$ cat config.mk
export PLATFORM = sky130hd
export DESIGN_NAME = rivm_vector_map
export DESIGN_NICKNAME = d
export VERILOG_FILES = /design/src/rtl/rivm_prio_enc.v /design/src/rtl/rivm_vector_map.v
export VERILOG_INCLUDE_DIRS = /design/src /design/src/rtl
export SDC_FILE = /design/constraint.sdc
export NUM_CORES = 1
export LEC_CHECK = 0
export ABC_AREA = 1
export BUFFER_PORTS_ARGS = -buffer_cell sky130_fd_sc_hd__buf_2
export CAP_MARGIN = 5
export CORE_MARGIN = 4
export CORE_UTILIZATION = 33
export DETAILED_ROUTE_END_ITERATION = 7
export PLACE_DENSITY = 0.68
export SLEW_MARGIN = 20
export SYNTH_ARGS = -nofsm -noshare
export SYNTH_HDL_FRONTEND = slang
export SYNTH_SLANG_ARGS = --single-unit
$ cat constraint.sdc
create_clock -name core_clk_i -period 5.3 [get_ports core_clk_i]
set_clock_uncertainty 0.1 [all_clocks]
set_input_delay 0.53 -clock core_clk_i [delete_from_list [all_inputs] [get_ports core_clk_i]]
set_output_delay 0.53 -clock core_clk_i [all_outputs]
set_load 0.005 [all_outputs]
$ cat src/rtl/rivm_regs.vh
// constants for the reset and interrupt vector map
//
// Overview of operation
// - any reset source starts execution at word 0x0000 while the reset fuse is unprogrammed.
// - vectors 0x0002, 0x0004, 0x0006 serve external request zero and pin-change groups a, b.
// - vectors 0x0008 and 0x000A serve the second 8-bit timer compare and overflow.
// - vectors 0x000C to 0x0012 serve 16-bit timer capture, compare a, compare b, overflow.
// - vectors 0x0014 and 0x0016 serve the first 8-bit timer compare and overflow.
// - vectors 0x0018 to 0x001E serve spi done, usart receive, buffer empty, transmit.
// - vectors 0x0020 and 0x0022 serve serial unit start condition and counter overflow.
// - vectors 0x0024 to 0x002A serve comparator, conversion, eeprom, store; 0x002C display frame.
// - pin-change groups c and d use 0x002E, 0x0030, present only in large variants.
// - a programmed reset fuse starts execution at the boot loader reset address.
// - with table select set, each vector is its offset plus the boot section start.
// - fuse 1 means unprogrammed; table select 0 or 1 chooses base zero or boot.
// - unlock clears itself four cycles after being written or when select is written.
// - interrupts blocked from unlock set until after next instruction, or four cycles.
`ifndef RIVM_REGS_VH
`define RIVM_REGS_VH

// ----------------------------------------------------------------
// reset and table base
// ----------------------------------------------------------------
`define RIVM_RESET_ADDR      16'h0000
`define RIVM_FUSE_UNPROG     1'b1
`define RIVM_VEC_STRIDE      16'h0002

// ----------------------------------------------------------------
// vector offsets, one per source
// ----------------------------------------------------------------
`define RIVM_VEC_EXT_IRQ_ZERO   16'h0002
`define RIVM_VEC_PC_GROUP_A     16'h0004
`define RIVM_VEC_PC_GROUP_B     16'h0006
`define RIVM_VEC_TB8_COMPARE    16'h0008
`define RIVM_VEC_TB8_OVERFLOW   16'h000A
`define RIVM_VEC_TW16_CAPTURE   16'h000C
`define RIVM_VEC_TW16_COMPARE_A 16'h000E
`define RIVM_VEC_TW16_COMPARE_B 16'h0010
`define RIVM_VEC_TW16_OVERFLOW  16'h0012
`define RIVM_VEC_TA8_COMPARE    16'h0014
`define RIVM_VEC_TA8_OVERFLOW   16'h0016
`define RIVM_VEC_SPI_DONE       16'h0018
`define RIVM_VEC_USART_RX       16'h001A
`define RIVM_VEC_TX_BUF_EMPTY   16'h001C
`define RIVM_VEC_USART_TX       16'h001E
`define RIVM_VEC_USU_START      16'h0020
`define RIVM_VEC_USU_OVERFLOW   16'h0022
`define RIVM_VEC_ANALOG_COMP    16'h0024
`define RIVM_VEC_CONV_DONE      16'h0026
`define RIVM_VEC_EEPROM_READY   16'h0028
`define RIVM_VEC_PROG_STORE_RDY 16'h002A
`define RIVM_VEC_DISPLAY_FRAME  16'h002C
`define RIVM_VEC_PC_GROUP_C     16'h002E
`define RIVM_VEC_PC_GROUP_D     16'h0030

// ----------------------------------------------------------------
// control register fields and timing
// ----------------------------------------------------------------
`define RIVM_CTRL_UNLOCK_BIT    0
`define RIVM_CTRL_SELECT_BIT    1
`define RIVM_CTRL_SELECT_RST    1'b0
`define RIVM_CTRL_UNLOCK_RST    1'b0
`define RIVM_UNLOCK_CYCLES      3'd4
`define RIVM_SRC_COUNT          24
`define RIVM_SRC_LARGE_FIRST    22

`endif

$ cat src/rtl/rivm_prio_enc.v
// lowest-index-first priority picker for pending requests
module rivm_prio_enc #(
  parameter N     = 24,
  parameter IDX_W = 5
) (
  input  wire [N-1:0]     req_i,
  output reg              valid_o,
  output reg  [IDX_W-1:0] idx_o
);

  integer i;

  // scan from the top so the lowest set index is the last one kept
  always @* begin
    valid_o = 1'b0;
    idx_o   = {IDX_W{1'b0}};
    for (i = N - 1; i >= 0; i = i - 1) begin
      if (req_i[i]) begin
        valid_o = 1'b1;
        idx_o   = i[IDX_W-1:0];
      end
    end
  end

endmodule // rivm_prio_enc

$ cat src/rtl/rivm_vector_map.v
// reset and interrupt vector address generator with table relocation
`include "rivm_regs.vh"

module rivm_vector_map #(
  parameter ADDR_W      = 16,
  parameter N_SRC       = 24,
  parameter IDX_W       = 5,
  parameter LARGE_PINS  = 1
) (
  input  wire              core_clk_i,
  input  wire              rst_b_i,
  input  wire              reset_location_fuse_i,
  input  wire [ADDR_W-1:0] boot_reset_addr_i,
  input  wire              ctrl_wr_i,
  input  wire [1:0]        ctrl_wdata_i,
  input  wire              instr_done_i,
  input  wire              global_irq_enable_i,
  input  wire [N_SRC-1:0]  irq_src_i,
  input  wire              irq_ack_i,
  output reg               reset_fetch_o,
  output reg  [ADDR_W-1:0] reset_addr_o,
  output reg               vector_table_select_o,
  output reg               vector_change_unlock_o,
  output reg               irq_blocked_o,
  output reg               irq_req_o,
  output reg  [IDX_W-1:0]  irq_vector_num_o,
  output reg  [ADDR_W-1:0] irq_vector_addr_o,
  output reg  [N_SRC-1:0]  irq_ack_src_o
);

  // ----------------------------------------------------------------
  // vector offset lookup
  // ----------------------------------------------------------------
  function [15:0] vec_offset;
    input [IDX_W-1:0] idx;
    begin
      case (idx)
        5'd0:  vec_offset = `RIVM_VEC_EXT_IRQ_ZERO;
        5'd1:  vec_offset = `RIVM_VEC_PC_GROUP_A;
        5'd2:  vec_offset = `RIVM_VEC_PC_GROUP_B;
        5'd3:  vec_offset = `RIVM_VEC_TB8_COMPARE;
        5'd4:  vec_offset = `RIVM_VEC_TB8_OVERFLOW;
        5'd5:  vec_offset = `RIVM_VEC_TW16_CAPTURE;
        5'd6:  vec_offset = `RIVM_VEC_TW16_COMPARE_A;
        5'd7:  vec_offset = `RIVM_VEC_TW16_COMPARE_B;
        5'd8:  vec_offset = `RIVM_VEC_TW16_OVERFLOW;
        5'd9:  vec_offset = `RIVM_VEC_TA8_COMPARE;
        5'd10: vec_offset = `RIVM_VEC_TA8_OVERFLOW;
        5'd11: vec_offset = `RIVM_VEC_SPI_DONE;
        5'd12: vec_offset = `RIVM_VEC_USART_RX;
        5'd13: vec_offset = `RIVM_VEC_TX_BUF_EMPTY;
        5'd14: vec_offset = `RIVM_VEC_USART_TX;
        5'd15: vec_offset = `RIVM_VEC_USU_START;
        5'd16: vec_offset = `RIVM_VEC_USU_OVERFLOW;
        5'd17: vec_offset = `RIVM_VEC_ANALOG_COMP;
        5'd18: vec_offset = `RIVM_VEC_CONV_DONE;
        5'd19: vec_offset = `RIVM_VEC_EEPROM_READY;
        5'd20: vec_offset = `RIVM_VEC_PROG_STORE_RDY;
        5'd21: vec_offset = `RIVM_VEC_DISPLAY_FRAME;
        5'd22: vec_offset = `RIVM_VEC_PC_GROUP_C;
        5'd23: vec_offset = `RIVM_VEC_PC_GROUP_D;
        default: vec_offset = `RIVM_RESET_ADDR;
      endcase
    end
  endfunction

  // ----------------------------------------------------------------
  // source presence per variant
  // ----------------------------------------------------------------
  // small variants have no pin-change groups c and d; their lines are ignored
  wire [N_SRC-1:0] src_present;
  genvar g;
  generate
    for (g = 0; g < N_SRC; g = g + 1) begin : g_present
      if (g >= `RIVM_SRC_LARGE_FIRST && LARGE_PINS == 0) begin : g_absent
        assign src_present[g] = 1'b0;
      end else begin : g_here
        assign src_present[g] = 1'b1;
      end
    end
  endgenerate

  // ----------------------------------------------------------------
  // reset address selection
  // ----------------------------------------------------------------
  reg started;
  reg [ADDR_W-1:0] next_reset_addr;

  always @* begin
    if (reset_location_fuse_i == `RIVM_FUSE_UNPROG) begin
      next_reset_addr = `RIVM_RESET_ADDR;
    end else begin
      next_reset_addr = boot_reset_addr_i;
    end
  end

  // fuse is a static strap, so it is resampled every cycle after release
  always @(posedge core_clk_i or negedge rst_b_i) begin
    if (!rst_b_i) begin
      started       <= 1'b0;
      reset_fetch_o <= 1'b0;
      reset_addr_o  <= `RIVM_RESET_ADDR;
    end else begin
      started       <= 1'b1;
      reset_fetch_o <= ~started;
      reset_addr_o  <= next_reset_addr;
    end
  end

  // ----------------------------------------------------------------
  // table select with timed unlock
  // ----------------------------------------------------------------
  reg [2:0] unlock_cnt;
  reg       wait_instr;
  wire      wr_unlock = ctrl_wr_i & ctrl_wdata_i[`RIVM_CTRL_UNLOCK_BIT];
  wire      wr_select = ctrl_wr_i & ~ctrl_wdata_i[`RIVM_CTRL_UNLOCK_BIT]
                        & vector_change_unlock_o;

  // a select write without a live unlock is dropped; that is the protection
  always @(posedge core_clk_i or negedge rst_b_i) begin
    if (!rst_b_i) begin
      vector_table_select_o  <= `RIVM_CTRL_SELECT_RST;
      vector_change_unlock_o <= `RIVM_CTRL_UNLOCK_RST;
      unlock_cnt             <= 3'd0;
      wait_instr             <= 1'b0;
    end else begin
      if (wr_unlock) begin
        vector_change_unlock_o <= 1'b1;
        unlock_cnt             <= `RIVM_UNLOCK_CYCLES;
        wait_instr             <= 1'b0;
      end else if (wr_select) begin
        vector_table_select_o  <= ctrl_wdata_i[`RIVM_CTRL_SELECT_BIT];
        vector_change_unlock_o <= 1'b0;
        unlock_cnt             <= 3'd0;
        wait_instr             <= 1'b1;
      end else begin
        if (unlock_cnt == 3'd1) begin
          vector_change_unlock_o <= 1'b0;
        end
        if (unlock_cnt != 3'd0) begin
          unlock_cnt <= unlock_cnt - 3'd1;
        end
        if (wait_instr && instr_done_i) begin
          wait_instr <= 1'b0;
        end
      end
    end
  end

  // ----------------------------------------------------------------
  // interrupt blocking
  // ----------------------------------------------------------------
  // blocking never touches the core's global enable flag
  reg next_blocked;

  always @* begin
    next_blocked = wr_unlock | wr_select | (unlock_cnt > 3'd1)
                   | (wait_instr & ~instr_done_i);
  end

  always @(posedge core_clk_i or negedge rst_b_i) begin
    if (!rst_b_i) begin
      irq_blocked_o <= 1'b0;
    end else begin
      irq_blocked_o <= next_blocked;
    end
  end

  // ----------------------------------------------------------------
  // priority selection and address formation
  // ----------------------------------------------------------------
  wire [N_SRC-1:0] eligible = irq_src_i & src_present;
  wire             win_valid;
  wire [IDX_W-1:0] win_idx;

  rivm_prio_enc #(
    .N     (N_SRC),
    .IDX_W (IDX_W)
  ) u_prio (
    .req_i   (eligible),
    .valid_o (win_valid),
    .idx_o   (win_idx)
  );

  reg [ADDR_W-1:0] next_vec_addr;
  reg [ADDR_W-1:0] table_base;

  always @* begin
    if (vector_table_select_o) begin
      table_base = boot_reset_addr_i;
    end else begin
      table_base = {ADDR_W{1'b0}};
    end
    // offsets step by two words so each entry holds one long jump
    next_vec_addr = table_base + vec_offset(win_idx);
  end

  // ----------------------------------------------------------------
  // request to core and acknowledge fan-out
  // ----------------------------------------------------------------
  // vector is frozen while a request waits, so the core sees a stable pair
  always @(posedge core_clk_i or negedge rst_b_i) begin
    if (!rst_b_i) begin
      irq_req_o         <= 1'b0;
      irq_vector_num_o  <= {IDX_W{1'b0}};
      irq_vector_addr_o <= `RIVM_RESET_ADDR;
      irq_ack_src_o     <= {N_SRC{1'b0}};
    end else begin
      irq_ack_src_o <= {N_SRC{1'b0}};
      if (irq_req_o && irq_ack_i) begin
        irq_req_o <= 1'b0;
        irq_ack_src_o[irq_vector_num_o] <= 1'b1;
      end else if (!irq_req_o) begin
        irq_req_o         <= win_valid & global_irq_enable_i & ~next_blocked;
        irq_vector_num_o  <= win_idx;
        irq_vector_addr_o <= next_vec_addr;
      end
    end
  end

endmodule // rivm_vector_map

==> results of run 1 <==
==> cell usage after synthesis <==
library cell    n  area [µm²]
nand4_2         2        25.0
o21ai_2         1        8.76
a21oi_2         1        8.76
buf_6           1        11.3
nor3_4          1        16.3
o21ai_0        19        95.1
nand4_1         5        31.3
nor3_2          2        20.0
nand2_1       101         379
o32ai_1         1        8.76
nand3_1        15        75.1
o31ai_1         3        22.5
conb_1          1        3.75
nor4_1          2        12.5
nor3_1          2        10.0
o22ai_1         1        6.26
ha_1           10         125
buf_4           1        7.51
a21oi_1         9        45.0
nor2_1         53         199
xnor2_1         2        17.5
fa_1            1        20.0
clkbuf_1        8        30.0
a211oi_2        1        12.5
o41ai_1         1        8.76
nor2_2          2        12.5
xor2_1          7        61.3
dfrtp_1        71        1780
inv_1          73         274
a311oi_1        1        8.76
==> layout by cell type, fill, tap and decap left out <==
cell type	synthesis	routed
buf_2	0	114
nand2_1	101	101
inv_1	73	73
dfrtp_1	71	71
nor2_1	53	53
o21ai_0	19	19
nand3_1	15	15
clkbuf_8	0	11
ha_1	10	10
a21oi_1	9	9
xor2_1	7	7
nand4_1	5	5
o31ai_1	3	3
nor4_1	2	2
nor3_1	2	2
nor2_2	2	2
nand4_2	2	2
nor3_2	2	2
xnor2_1	2	2
clkbuf_1	8	2
bufinv_16	0	2
buf_4	1	2
a311oi_1	1	1
o32ai_1	1	1
a21oi_2	1	1
o22ai_1	1	1
a211oi_2	1	1
o21ai_2	1	1
o41ai_1	1	1
nor3_4	1	1
fa_1	1	1
clkinv_2	0	1
conb_1	1	1
==> worst reg2reg max path, cell delays in order, from the launching register on <==
cell	delay [ns]
dfrtp_1	0.72
nand2_1	0.10
inv_1	0.08
ha_1	0.14
inv_1	0.07
fa_1	0.36
inv_1	0.09
nand3_1	0.07
nand2_1	0.09
nand2_1	0.08
a21oi_2	0.17
nand4_1	0.16
nor2_2	0.15
nand4_1	0.15
nor3_2	0.19
xnor2_1	0.15
nand2_1	0.07
nand2_1	0.07
==> where the power goes <==
group          switching, mW  internal, mW
logic                  0.219         0.141
registers             0.0600         0.623
clock network          0.188         0.290
==> final timing paths <==
check	end	cells past startpoint	startpoint
min in group core_clk_i	reset_fetch_o	1	started
worst max-delay path	irq_vector_addr_o[15]	40	irq_src_i[21]
max in group asynchronous	irq_vector_addr_o[14]	2	rst_b_i
worst max register to register	irq_vector_addr_o[15]	17	vector_table_select_o
worst min register to register	reset_fetch_o	1	started
worst min-delay path	reset_addr_o[13]	2	rst_b_i
==> per-stage QoR <==
step	power (mW)	worst slack, ns	hold slack (ns)	cells	utilization [%]
2_1_floorplan	0.902	1.66	0.134	398	-
3_3_place_gp	1.05	1.16	0.272	637	41.1
3_5_place_dp	1.06	1.06	0.274	637	41.1
4_1_cts	1.55	1.40	0.283	653	43.4
5_1_grt	1.63	0.849	0.294	653	43.4
6_report	1.52	1.42	0.282	653	43.4
==> area by class of cell <==
type                    instances  area, µm²  area share (%)
clock buffers                  13        159            3.73
clock inverters                 3       65.1            1.53
inverters                      73        274            6.43
multi-input cells             244       1230            29.0
flip-flops and latches         71       1780            41.7
well taps                     133        166            3.91
repair buffers                116        586            13.7
==> metal layers <==
layer / routed length [µm] / GRT usage (%) / up-vias
li1: - / - / 1454
met4: 114 / 6.40 / 0
met3: 513 / 2.87 / 10
met2: 3710 / 22.4 / 74
met1: 3420 / 17.8 / 1236
met5: 0 / 0 / -
==> logic make-up after synthesis <==
| family | Yosys count | synth area share (%) |
|---|---|---|
| xor+xnor | 9 | 2.36 |
| flops | 71 | 53.3 |
| fa+ha+maj | 11 | 4.35 |
| compound gates | 38 | 6.76 |
| other cells | 1 | 0.113 |
| simple gates | 185 | 23.4 |
| buf+inv | 83 | 9.68 |
==> registers in the layout, indices dropped and copies added (netlist names), 3 cells and up <==
signal             count
unlock_cnt             3
irq_ack_src_o         24
reset_addr_o          16
irq_vector_num_o       5
irq_vector_addr_o     16
==> flow_summary.html, run 1 <==
<table>
<tr><th>Metric</th><th>Value</th></tr>
<tr><th colspan="2">CTS</th></tr>
<tr><td>Source-to-sink clock delay at the later pin of the worst-skew pair</td><td>0.34 ns</td></tr>
<tr><td>Clock tree from TritonCTS</td><td>done</td></tr>
<tr><td>Count of instances resized after the clock tree is built</td><td>0</td></tr>
<tr><td>Hold_buf cts</td><td>0</td></tr>
<tr><td>H-tree level count</td><td>3</td></tr>
<tr><td>Setup bufs post-CTS</td><td>0</td></tr>
<tr><td>Maximum clock path buffer count</td><td>2</td></tr>
<tr><td>Clk pin slew, worst setup/hold paths</td><td>approximately 0.070 ns</td></tr>
<tr><td>TritonCTS Buffers</td><td>9</td></tr>
<tr><td>Sink count of the clock tree</td><td>71</td></tr>
<tr><td>Root Driver</td><td>clkbuf_8</td></tr>
<tr><th colspan="2">STA</th></tr>
<tr><td>Peak Freq</td><td>258 MHz</td></tr>
<tr><td>Worst-case headroom to the max-slew limit</td><td>42.3%</td></tr>
<tr><td>Fraction of the cycle the final worst path needs</td><td>approximately 73%</td></tr>
<tr><td>Setup tns final</td><td>0 ns</td></tr>
<tr><td>Slew of the pin with the lowest slew margin</td><td>0.865 ns</td></tr>
<tr><td>Setup Viol. Count Final</td><td>0</td></tr>
<tr><td>Shortest period the worst path allows</td><td>3.88 ns</td></tr>
<tr><td>Endpoints failing hold</td><td>0</td></tr>
<tr><td>Final count of pins violating max slew</td><td>0</td></tr>
<tr><td>Unrepaired setup endpoints after global routing</td><td>false</td></tr>
<tr><th colspan="2">Drt</th></tr>
<tr><td>Drt first-iter violations</td><td>around 150</td></tr>
<tr><td>Total wire length</td><td>slightly below 8 mm</td></tr>
<tr><td>DRC violation count after routing</td><td>0</td></tr>
<tr><td>Vias</td><td>~2800</td></tr>
<tr><td>Drt pass-1 iters</td><td>4</td></tr>
<tr><td>Drt via density</td><td>4.25</td></tr>
<tr><td>Detail Route Antenna Nets</td><td>0</td></tr>
<tr><td>Routed wirelength normalized by instance count</td><td>11.9 µm</td></tr>
<tr><th colspan="2">Placed design</th></tr>
<tr><td># port buffers</td><td>114</td></tr>
<tr><td>Hpwl dp</td><td>6.18 mm</td></tr>
<tr><td>Cell area after placement</td><td>4040 µm²</td></tr>
<tr><td>Routability Congestion</td><td>0.848</td></tr>
<tr><th colspan="2">Floorplanning</th></tr>
<tr><td>Chip width</td><td>109 µm</td></tr>
<tr><td>Floorplan die area</td><td>11800 µm²</td></tr>
<tr><td>CORE AREA</td><td>9820 µm²</td></tr>
<tr><td>Starting Density</td><td>between 30% and 40%</td></tr>
<tr><td># rows</td><td>36</td></tr>
<tr><td>Number of top-level pins</td><td>~120</td></tr>
<tr><td>Die height</td><td>109 µm</td></tr>
<tr><th colspan="2">Worst setup path</th></tr>
<tr><td>Slack of the worst reg-to-reg path</td><td>2.24 ns</td></tr>
<tr><td>CP dominant cell by count</td><td>nand2_1</td></tr>
<tr><td>Critical Path Sink Type</td><td>flop</td></tr>
<tr><td>Largest driver fanout on the critical path</td><td>3</td></tr>
<tr><td>Critical Path Start Type</td><td>primary input</td></tr>
<tr><td>Critical setup path kind</td><td>primary input to flop</td></tr>
<tr><td>Critical-path cell with the highest stage delay</td><td>fa_1</td></tr>
<tr><td>Slowest stage delay, CP</td><td>about 0.38 ns</td></tr>
<tr><td>Critical path's top delay family</td><td>simple AND/OR/NAND/NOR gates</td></tr>
<tr><td>Buffers &amp; Inverters on Critical Path</td><td>5</td></tr>
<tr><td>Data required time of the worst path</td><td>around 5.5 ns</td></tr>
<tr><td>CP arrival</td><td>4.06 ns</td></tr>
<tr><th colspan="2">Cells and area</th></tr>
<tr><td>Layout-stage area growth over the synthesis result</td><td>27.8%</td></tr>
<tr><td>NumNets Final</td><td>575</td></tr>
<tr><td>Filler cell count</td><td>roughly 1000</td></tr>
<tr><td>Number of inserted diodes</td><td>0</td></tr>
<tr><td>Final design instance area without fill</td><td>between 4000 and 5000 µm²</td></tr>
<tr><td>Ratio of cells with drive above 1 in the final layout</td><td>26.9%</td></tr>
<tr><th colspan="2">Global route</th></tr>
<tr><td>Number of global-route vias before repair</td><td>between 2000 and 3000</td></tr>
<tr><td>Total global-route track usage</td><td>between 10% and 20%</td></tr>
<tr><td>Pin count of the biggest net entering global routing</td><td>72</td></tr>
<tr><td>Gr ovfl total</td><td>0</td></tr>
<tr><td>Global-route wire length before repair</td><td>12.7 mm</td></tr>
<tr><td>Number of antenna violations at the first check in global routing</td><td>0</td></tr>
<tr><th colspan="2">Power and ir drop</th></tr>
<tr><td>LEAKAGE</td><td>2.48 nW</td></tr>
<tr><td>Power density of the placed cells</td><td>between 300 and 400 nW/µm²</td></tr>
<tr><td>VDD IR-drop max</td><td>0.000132 V</td></tr>
<tr><th colspan="2">Synthesis</th></tr>
<tr><td>Number of distinct library cells after synthesis</td><td>30</td></tr>
<tr><td>Cell area after synthesis</td><td>3330 µm²</td></tr>
<tr><td>Seq/Total Area, Yosys</td><td>53.3%</td></tr>
<tr><td>Net count of the mapped netlist</td><td>458</td></tr>
<tr><td>Number of warning messages in the yosys log</td><td>0</td></tr>
<tr><td>Synthesis-stage register bit count</td><td>71</td></tr>
<tr><td>Synthesized instance count</td><td>398</td></tr>
<tr><td>Mean cell area of the mapped netlist</td><td>between 8 and 9 µm²</td></tr>
<tr><th colspan="2">Status</th></tr>
<tr><td>Status</td><td>finished, final reports clean</td></tr>
<tr><th colspan="2">Worst hold path</th></tr>
<tr><td>Tightest Hold Check Type</td><td>primary input to asynchronous set/reset pin</td></tr>
<tr><th colspan="2">Flow run</th></tr>
<tr><td>Max-cap violations</td><td>0</td></tr>
</table>
(Power assumes the default switching activity.)
==> inputs of run 2 (changes only) <==
Clock period 5.3 ns to 3.6 ns, I/O delays scaled along.
==> flow_summary.html, run 2 (synthesis gave the netlist of run 1 again) <==
<table>
<tr><th>Metric</th><th>Value</th></tr>
<tr><th colspan="2">Status</th></tr>
<tr><td>Status</td><td>complete, but fails checks</td></tr>
<tr><td>Failing checks</td><td>setup timing</td></tr>
<tr><th colspan="2">CTS</th></tr>
<tr><td>H-tree level count</td><td>3 (unchanged)</td></tr>
<tr><td>Root Driver</td><td>clkbuf_8</td></tr>
<tr><td>Source-to-sink clock delay at the later pin of the worst-skew pair</td><td>0.35 ns (about the same)</td></tr>
<tr><td>TritonCTS Buffers</td><td>9 (unchanged)</td></tr>
<tr><td>Clk pin slew, worst setup/hold paths</td><td>0.08 ns (about the same)</td></tr>
<tr><td>Clock tree from TritonCTS</td><td>done</td></tr>
<tr><td>Sink count of the clock tree</td><td>71 (unchanged)</td></tr>
<tr><td>Maximum clock path buffer count</td><td>2 (unchanged)</td></tr>
<tr><th colspan="2">STA</th></tr>
<tr><td>Setup Viol. Count Final</td><td>1 (+1)</td></tr>
<tr><td>Fraction of the cycle the final worst path needs</td><td>101%</td></tr>
<tr><td>Peak Freq</td><td>274 MHz</td></tr>
<tr><td>Shortest period the worst path allows</td><td>3.64 ns</td></tr>
<tr><td>Final count of pins violating max slew</td><td>0 (unchanged)</td></tr>
<tr><td>Final worst-path setup slack</td><td>-0.0438 ns (-1.46 ns)</td></tr>
<tr><td>Slew of the pin with the lowest slew margin</td><td>0.629 ns (-0.236 ns)</td></tr>
<tr><td>Endpoints failing hold</td><td>0 (unchanged)</td></tr>
<tr><td>Unrepaired setup endpoints after global routing</td><td>true</td></tr>
<tr><td>Worst-case headroom to the max-slew limit</td><td>58.1% (+16 points)</td></tr>
<tr><th colspan="2">Power and ir drop</th></tr>
<tr><td>Power density of the placed cells</td><td>494 nW/µm² (+38%)</td></tr>
<tr><td>Switching portion of total power</td><td>32.9% (+2.1 points)</td></tr>
<tr><td>Post-route total power</td><td>2.23 mW (+47%)</td></tr>
<tr><td>Cell-internal power</td><td>1.50 mW (+42%)</td></tr>
<tr><td>LEAKAGE</td><td>2.57 nW (+3.9%)</td></tr>
<tr><td>Fraction of power consumed by the clock network</td><td>28.3% (-3.1 points)</td></tr>
<tr><td>Combinational share of power</td><td>27.2% (+3.5 points)</td></tr>
<tr><td>Net switching power figure</td><td>0.732 mW (+57%)</td></tr>
<tr><td>VDD IR-drop max</td><td>0.000171 V (+30%)</td></tr>
<tr><td>Register share of total power</td><td>44.5% (-0.4 points)</td></tr>
<tr><th colspan="2">Placed design</th></tr>
<tr><td># port buffers</td><td>114 (unchanged)</td></tr>
<tr><td>Post-Place Worst Slack</td><td>-0.280 ns (-1.34 ns)</td></tr>
<tr><td>Routability Congestion</td><td>0.859 (+1.3%)</td></tr>
<tr><td>Hpwl dp</td><td>6.32 mm (+2.3%)</td></tr>
<tr><th colspan="2">Drt</th></tr>
<tr><td>Drt via density</td><td>4.25 (+0.16%)</td></tr>
<tr><td>Total wire length</td><td>8.35 mm (+7.7%)</td></tr>
<tr><td>Drt pass-1 iters</td><td>4 (unchanged)</td></tr>
<tr><td>Detail Route Antenna Nets</td><td>0 (unchanged)</td></tr>
<tr><td>Vias</td><td>2872 (+3.5%)</td></tr>
<tr><td>Routed wirelength normalized by instance count</td><td>12.4 µm (+4.2%)</td></tr>
<tr><td>DRC violation count after routing</td><td>0 (unchanged)</td></tr>
<tr><td>Drt first-iter violations</td><td>161 (+5.9%)</td></tr>
<tr><th colspan="2">Worst setup path</th></tr>
<tr><td>Data required time of the worst path</td><td>3.79 ns (-1.69 ns)</td></tr>
<tr><td>Critical Path Start Type</td><td>primary input</td></tr>
<tr><td>Critical Path Sink Type</td><td>flop</td></tr>
<tr><td>Largest driver fanout on the critical path</td><td>3 (unchanged)</td></tr>
<tr><td>CP arrival</td><td>3.83 ns (-0.23 ns)</td></tr>
<tr><td>Launching point of the worst reg2reg path</td><td>vector_table_select_o</td></tr>
<tr><td>Critical setup path kind</td><td>primary input to flop</td></tr>
<tr><td>CP dominant cell by count</td><td>nand2_1</td></tr>
<tr><td>Source of the critical timing path</td><td>irq_src_i[21]</td></tr>
<tr><td>Critical-path cell with the highest stage delay</td><td>fa_2</td></tr>
<tr><td>Slowest stage delay, CP</td><td>0.36 ns (-0.02 ns)</td></tr>
<tr><th colspan="2">Cells and area</th></tr>
<tr><td>NumNets Final</td><td>597 (+3.8%)</td></tr>
<tr><td>Number of flip-flops under the largest register name</td><td>24 (unchanged)</td></tr>
<tr><td>Commonest non-fill, non-tap cell in the layout</td><td>buf_2</td></tr>
<tr><td>Filler cell count</td><td>997 (-2.2%)</td></tr>
<tr><td>Ratio of cells with drive above 1 in the final layout</td><td>33.2% (+6.3 points)</td></tr>
<tr><td>Layout-stage area growth over the synthesis result</td><td>35.3%</td></tr>
<tr><td>Highest-count cells in the layout ignoring fill and taps</td><td>112 x buf_2, 94 x nand2_1, 71 x dfrtp_1</td></tr>
<tr><td>Number of inserted diodes</td><td>0 (unchanged)</td></tr>
<tr><td>Register with the most flip-flops</td><td>irq_ack_src_o</td></tr>
<tr><td>Largest registers in the final layout</td><td>irq_ack_src_o x24, irq_vector_addr_o x16, reset_addr_o x16</td></tr>
<tr><th colspan="2">Floorplanning</th></tr>
<tr><td>Chip width</td><td>109 µm (unchanged)</td></tr>
<tr><td>CORE AREA</td><td>9820 µm² (unchanged)</td></tr>
<tr><td>Number of top-level pins</td><td>115 (unchanged)</td></tr>
<tr><td>Floorplan die area</td><td>11800 µm² (unchanged)</td></tr>
<tr><td>Starting Density</td><td>33.9% (unchanged)</td></tr>
<tr><td>Die height</td><td>109 µm (unchanged)</td></tr>
<tr><td># rows</td><td>36 (unchanged)</td></tr>
<tr><th colspan="2">Worst hold path</th></tr>
<tr><td>Tightest Hold Check Type</td><td>primary input to flop</td></tr>
<tr><td>Worst hold path startpoint</td><td>ctrl_wdata_i[1]</td></tr>
<tr><th colspan="2">Flow run</th></tr>
<tr><td>Max-cap violations</td><td>0 (unchanged)</td></tr>
<tr><th colspan="2">Global route</th></tr>
<tr><td>Number of global-route vias before repair</td><td>2783 (+0.58%)</td></tr>
<tr><td>Global-route wire length before repair</td><td>12.9 mm (+1.6%)</td></tr>
<tr><td>Total global-route track usage</td><td>14.1% (+0.23 points)</td></tr>
<tr><td>Number of antenna violations at the first check in global routing</td><td>0 (unchanged)</td></tr>
<tr><td>Gr ovfl total</td><td>0 (unchanged)</td></tr>
<tr><td>Pin count of the biggest net entering global routing</td><td>50 (-31%)</td></tr>
</table>
## run 2: area by class of cell
| cell class | instances | area, µm² | area share (%) |
|---|---|---|---|
| multi-input cells | 244 | 1320 | 29.3 |
| clock inverters | 6 | 60.1 | 1.33 |
| repair buffers | 138 | 769 | 17.1 |
| inverters | 73 | 277 | 6.13 |
| flip-flops and latches | 71 | 1780 | 39.4 |
| well taps | 133 | 166 | 3.69 |
| clock buffers | 10 | 138 | 3.05 |
## run 2: power by group through the flow
stage	logic [mW]	clock network [mW]	registers (mW)
floorplan	0.323	0	1.01
finish	0.606	0.630	0.993
detailed placement	0.583	0	1.01
CTS	0.585	0.652	0.994
global placement	0.563	0	1.00
global route	0.690	0.684	1.01
## run 2: routing by layer
layer / GRT usage, % / vias up / wire [µm]
met5: 0 / - / 0
met4: 4.33 / 0 / 108
met3: 4.42 / 6 / 519
met2: 23.4 / 76 / 4090
met1: 17.4 / 1295 / 3630
li1: - / 1495 / -
## run 2: stage by stage
step | instances | util [%] | hold slack (ns) | TNS, ns | cell area [µm²]
floorplan | 398 | - | -0.0356 | 0 | 3330
global placement | 654 | 42.4 | 0.271 | -0.743 | 4160
detailed placement | 654 | 42.4 | 0.293 | -1.12 | 4160
CTS | 670 | 44.4 | 0.111 | 0 | 4360
global route | 675 | 45.9 | 0.120 | -1.99 | 4510
finish | 675 | 45.9 | 0.130 | -0.0438 | 4510
## run 2: path summary, 6_finish.rpt
kind	endpoint	slack (ns)	cells after the start
worst max-delay path	irq_vector_addr_o[15]	-0.04	40
worst max register to register	irq_vector_addr_o[15]	0.82	17
min in group asynchronous	irq_vector_addr_o[6]	0.48	2
worst min register to register	reset_fetch_o	0.29	1
worst min-delay path	vector_table_select_o	0.13	3
max in group asynchronous	irq_ack_src_o[20]	2.17	3
## run 2: repair_timing
item                                    in CTS  in global routing
endpoints found under the hold margin        0                 48
resized for setup                            0                 25
hold buffers                                 0                  1
buffers inserted                             0                  5
endpoints found under the setup margin       0                  7
## run 2: critical path, delay by kind of cell
kind / cells / cell delay (ns)
AOI/OAI and AO/OA: 1 / 0.16
xor gates and xnor gates: 1 / 0.16
buffers and inverters: 5 / 0.35
and+or+nand+nor: 31 / 2.18
adders and majority gates: 2 / 0.62
==> inputs of run 3 (changes only) <==
Settings changed: ABC_AREA 1 to unset, HOLD_SLACK_MARGIN set to 0.12.
==> flow_summary.html, run 3 <==
<table>
<tr><th>Metric</th><th>Value</th></tr>
<tr><th colspan="2">Worst setup path</th></tr>
<tr><td>Slack of the worst reg-to-reg path</td><td>1.21 ns (+0.39 ns)</td></tr>
<tr><td>Crit path capture</td><td>irq_vector_addr_o[11]</td></tr>
<tr><td>Critical-path cell with the highest stage delay</td><td>fa_1</td></tr>
<tr><td>Data required time of the worst path</td><td>3.73 ns (-0.06 ns)</td></tr>
<tr><td>Reg2Reg Depth</td><td>8 (-9)</td></tr>
<tr><td>CP arrival</td><td>3.22 ns (-0.61 ns)</td></tr>
<tr><td>Critical path's top delay family</td><td>compound AO/OA/AOI/OAI gates</td></tr>
<tr><td>Critical Path Sink Type</td><td>flop</td></tr>
<tr><td>Critical Path Start Type</td><td>primary input</td></tr>
<tr><td>Launching point of the worst reg2reg path</td><td>vector_table_select_o</td></tr>
<tr><td>Source of the critical timing path</td><td>irq_src_i[21]</td></tr>
<tr><td>Critical setup path kind</td><td>primary input to flop</td></tr>
<tr><td>Critical path depth in cells</td><td>14 (-65%)</td></tr>
<tr><td>Largest driver fanout on the critical path</td><td>6 (+3)</td></tr>
<tr><td>Buffers &amp; Inverters on Critical Path</td><td>2 (-3)</td></tr>
<tr><td>R2r endpoint</td><td>irq_vector_addr_o[11]</td></tr>
<tr><td>Slowest stage delay, CP</td><td>0.43 ns (+0.07 ns)</td></tr>
<tr><td>Series of cell instances along the critical path</td><td>buf_2 -&gt; nor2_1 -&gt; a221oi_1 -&gt; nor4_1 -&gt; o221ai_1 -&gt; a21bo_2 -&gt; ha_1 -&gt; inv_1 -&gt; fa_1 -&gt; nor2b_1 -&gt; o2111ai_4 -&gt; a21oi_1 -&gt; nor3_1 -&gt; a221o_1</td></tr>
<tr><th colspan="2">Synthesis</th></tr>
<tr><td>Number of warning messages in the yosys log</td><td>0 (unchanged)</td></tr>
<tr><td>Synthesis-stage register bit count</td><td>71 (unchanged)</td></tr>
<tr><td>Number of enable flip-flop cells after synthesis</td><td>0 (unchanged)</td></tr>
<tr><td>Cell area after synthesis</td><td>3340 µm² (+0.34%)</td></tr>
<tr><td>Async S/R FF share, synth</td><td>100% (unchanged)</td></tr>
<tr><td>Seq/Total Area, Yosys</td><td>53.1% (-0.18 points)</td></tr>
<tr><td>Share of the synthesized area in the top cell type</td><td>53.1% (-0.18 points)</td></tr>
<tr><td>Mean cell area of the mapped netlist</td><td>10.1 µm² (+21%)</td></tr>
<tr><td>Commonest register cell after synthesis</td><td>dfrtp_1</td></tr>
<tr><td>Net count of the mapped netlist</td><td>390 (-15%)</td></tr>
<tr><td>Most frequently used cell type in the post-synthesis netlist</td><td>dfrtp_1</td></tr>
<tr><td>Dominant cells by area after synthesis</td><td>dfrtp_1 53%, nor2_1 4.9%, ha_1 3.7%</td></tr>
<tr><td>Synthesized instance count</td><td>330 (-17%)</td></tr>
<tr><td>Number of distinct library cells after synthesis</td><td>50 (+67%)</td></tr>
<tr><td>Top post-synthesis cells by count</td><td>71 x dfrtp_1, 44 x nor2_1, 33 x nand2_1</td></tr>
<tr><td>Largest area contributor in the netlist</td><td>dfrtp_1</td></tr>
<tr><th colspan="2">Global route</th></tr>
<tr><td>Gr ovfl total</td><td>0 (unchanged)</td></tr>
<tr><td>Pin count of the biggest net entering global routing</td><td>72 (+44%)</td></tr>
<tr><td>Number of global-route vias before repair</td><td>2685 (-3.5%)</td></tr>
<tr><td>Number of antenna violations at the first check in global routing</td><td>0 (unchanged)</td></tr>
<tr><td>Global-route wire length before repair</td><td>12.8 mm (-1.0%)</td></tr>
<tr><td>Total global-route track usage</td><td>13.8% (-0.22 points)</td></tr>
<tr><th colspan="2">Cells and area</th></tr>
<tr><td>Highest-count cells in the layout ignoring fill and taps</td><td>113 x buf_2, 71 x dfrtp_1, 44 x nor2_1</td></tr>
<tr><td>Number of inserted diodes</td><td>0 (unchanged)</td></tr>
<tr><td>Largest registers in the final layout</td><td>irq_ack_src_o x24, irq_vector_addr_o x16, reset_addr_o x16</td></tr>
<tr><td>Filler-free cell count of the finished design</td><td>589 (-13%)</td></tr>
<tr><td>Number of flip-flops under the largest register name</td><td>24 (unchanged)</td></tr>
<tr><td>Layout-stage area growth over the synthesis result</td><td>28.8%</td></tr>
<tr><td>Commonest non-fill, non-tap cell in the layout</td><td>buf_2</td></tr>
<tr><td>NumNets Final</td><td>511 (-14%)</td></tr>
<tr><td>Filler cell count</td><td>978 (-1.9%)</td></tr>
<tr><td>Register with the most flip-flops</td><td>irq_ack_src_o</td></tr>
<tr><td>Ratio of cells with drive above 1 in the final layout</td><td>32.9% (-0.32 points)</td></tr>
<tr><th colspan="2">Floorplanning</th></tr>
<tr><td>Starting Density</td><td>34.1% (+0.11 points)</td></tr>
<tr><td># rows</td><td>36 (unchanged)</td></tr>
<tr><td>Die height</td><td>109 µm (+0.16%)</td></tr>
<tr><td>Floorplan die area</td><td>11800 µm² (+0.31%)</td></tr>
<tr><td>Chip width</td><td>109 µm (+0.16%)</td></tr>
<tr><td>Number of top-level pins</td><td>115 (unchanged)</td></tr>
<tr><td>CORE AREA</td><td>9820 µm² (unchanged)</td></tr>
<tr><th colspan="2">CTS</th></tr>
<tr><td>H-tree level count</td><td>3 (unchanged)</td></tr>
<tr><td>Maximum clock path buffer count</td><td>2 (unchanged)</td></tr>
<tr><td>Root Driver</td><td>clkbuf_8</td></tr>
<tr><td>Count of instances resized after the clock tree is built</td><td>0 (unchanged)</td></tr>
<tr><td>Clock tree from TritonCTS</td><td>done</td></tr>
<tr><td>Clk pin slew, worst setup/hold paths</td><td>0.08 ns (about the same)</td></tr>
<tr><td>Source-to-sink clock delay at the later pin of the worst-skew pair</td><td>0.34 ns (about the same)</td></tr>
<tr><td>Sink count of the clock tree</td><td>71 (unchanged)</td></tr>
<tr><td>TritonCTS Buffers</td><td>9 (unchanged)</td></tr>
<tr><th colspan="2">STA</th></tr>
<tr><td>Shortest period the worst path allows</td><td>3.09 ns (-0.555 ns)</td></tr>
<tr><td>Setup tns final</td><td>0 ns (+0.0438 ns)</td></tr>
<tr><td>Unrepaired setup endpoints after global routing</td><td>false</td></tr>
<tr><td>Slew of the pin with the lowest slew margin</td><td>0.867 ns (+0.238 ns)</td></tr>
<tr><td>Setup Viol. Count Final</td><td>0 (-1)</td></tr>
<tr><td>Worst-case headroom to the max-slew limit</td><td>42.2% (-16 points)</td></tr>
<tr><td>Final count of pins violating max slew</td><td>0 (unchanged)</td></tr>
<tr><td>Fraction of the cycle the final worst path needs</td><td>85.8% (-15 points)</td></tr>
<tr><td>Endpoints failing hold</td><td>0 (unchanged)</td></tr>
<tr><td>Peak Freq</td><td>324 MHz (+18%)</td></tr>
<tr><th colspan="2">Drt</th></tr>
<tr><td>Drt first-iter violations</td><td>146 (-9.3%)</td></tr>
<tr><td>Vias</td><td>2799 (-2.5%)</td></tr>
<tr><td>Drt pass-1 iters</td><td>4 (unchanged)</td></tr>
<tr><td>Routed wirelength normalized by instance count</td><td>13.6 µm (+10%)</td></tr>
<tr><td>DRC violation count after routing</td><td>0 (unchanged)</td></tr>
<tr><td>Detail Route Antenna Nets</td><td>0 (unchanged)</td></tr>
<tr><td>Drt via density</td><td>4.75 (+12%)</td></tr>
<tr><td>Total wire length</td><td>8.04 mm (-3.7%)</td></tr>
<tr><th colspan="2">Placed design</th></tr>
<tr><td>Hpwl dp</td><td>6.27 mm (-0.80%)</td></tr>
<tr><td>Routability Congestion</td><td>0.780 (-9.3%)</td></tr>
<tr><td># port buffers</td><td>114 (unchanged)</td></tr>
<tr><td>Count of placed standard cells including taps</td><td>571 (-13%)</td></tr>
<tr><th colspan="2">Status</th></tr>
<tr><td>Status</td><td>finished, final reports clean</td></tr>
<tr><th colspan="2">Power and ir drop</th></tr>
<tr><td>VDD IR-drop max</td><td>0.000260 V (+52%)</td></tr>
<tr><td>LEAKAGE</td><td>2.11 nW (-18%)</td></tr>
<tr><td>Post-route total power</td><td>2.28 mW (+2.2%)</td></tr>
<tr><td>Power density of the placed cells</td><td>529 nW/µm² (+6.9%)</td></tr>
<tr><th colspan="2">Worst hold path</th></tr>
<tr><td>Worst hold path startpoint</td><td>ctrl_wr_i</td></tr>
<tr><td>Tightest Hold Check Type</td><td>primary input to flop</td></tr>
<tr><th colspan="2">Flow run</th></tr>
<tr><td>Max-cap violations</td><td>0 (unchanged)</td></tr>
</table>
==> run 3: what timing repair did <==
action / CTS / global route
hold buffers: 2 / 0
endpoints found under the setup margin: 0 / 0
setup buffers: 0 / 0
endpoints found under the hold margin: 72 / 0
==> run 3: worst register-to-register path, delay by kind of cell (launching register included) <==
| kind | cells | cell delay, ns |
|---|---|---|
| AO/OA/AOI/OAI | 3 | 0.68 |
| AND/OR/NAND/NOR | 3 | 0.48 |
| adder cells (fa/ha/maj) | 1 | 0.47 |
| flip-flops | 1 | 0.34 |
| buffers and inverters | 1 | 0.20 |
==> run 3: how the worst min path moves through the flow <==
stage / to / slack [ns] / cells after the start
3_5_place_dp: reset_fetch_o / 0.28 / 1
4_1_cts: wait_instr / 0.13 / 2
2_1_floorplan: irq_ack_src_o[0] / -0.04 / 0
5_1_grt: vector_table_select_o / 0.15 / 2
6_report: wait_instr / 0.15 / 2
3_3_place_gp: reset_fetch_o / 0.27 / 1
==> run 3: logic make-up (layout without fill, tap and decap cells) <==
| family | after synthesis | count (layout) | share of synthesized area (%) |
|---|---|---|---|
| fa+ha+maj | 11 | 11 | 4.34 |
| mux | 7 | 7 | 2.32 |
| other cells | 1 | 1 | 0.112 |
| flops | 71 | 71 | 53.1 |
| buf+inv | 22 | 148 | 2.47 |
| simple gates | 147 | 147 | 22.6 |
| compound gates | 60 | 60 | 12.1 |
| xor+xnor | 11 | 11 | 2.88 |
==> run 3: area by class of cell <==
class / count / area, µm² / area share (%)
Sequential cell: 71 / 1780 / 41.2
Clock buffer: 10 / 128 / 2.96
Clock inverter: 6 / 92.6 / 2.15
Tap cell: 133 / 166 / 3.86
Multi-Input combinational cell: 237 / 1490 / 34.5
Timing Repair Buffer: 118 / 608 / 14.1
Inverter: 14 / 52.6 / 1.22
==> run 3: per-layer routing <==
metal / routed length [µm] / GRT usage, % / share of wire, % / vias up
met2: 3830 / 22.6 / 48 / 107
met1: 3430 / 18.0 / 43 / 1311
met3: 637 / 3.73 / 7.9 / 13
li1: - / - / - / 1368
met5: 0 / 0 / 0 / -
met4: 141 / 4.24 / 1.8 / 0
==> run 3: where the power goes <==
part	internal, mW	switching (mW)	leakage [nW]	total, mW
Combinational	0.258	0.316	1.08	0.574
Clock	0.395	0.303	0.104	0.698
Sequential	0.918	0.0874	0.933	1.01
==> run 3: per-stage QoR <==
stage / setup WS [ns] / hold WS [ns] / instance area [µm²] / utilization (%)
after floorplan: 0.674 / -0.0356 / 3340 / -
after global placement: 0.319 / 0.271 / 4070 / 41.4
after detailed placement: 0.191 / 0.280 / 4070 / 41.4
after CTS: 0.565 / 0.130 / 4310 / 43.9
after global routing: 0.284 / 0.146 / 4310 / 43.9
final: 0.512 / 0.146 / 4310 / 43.9
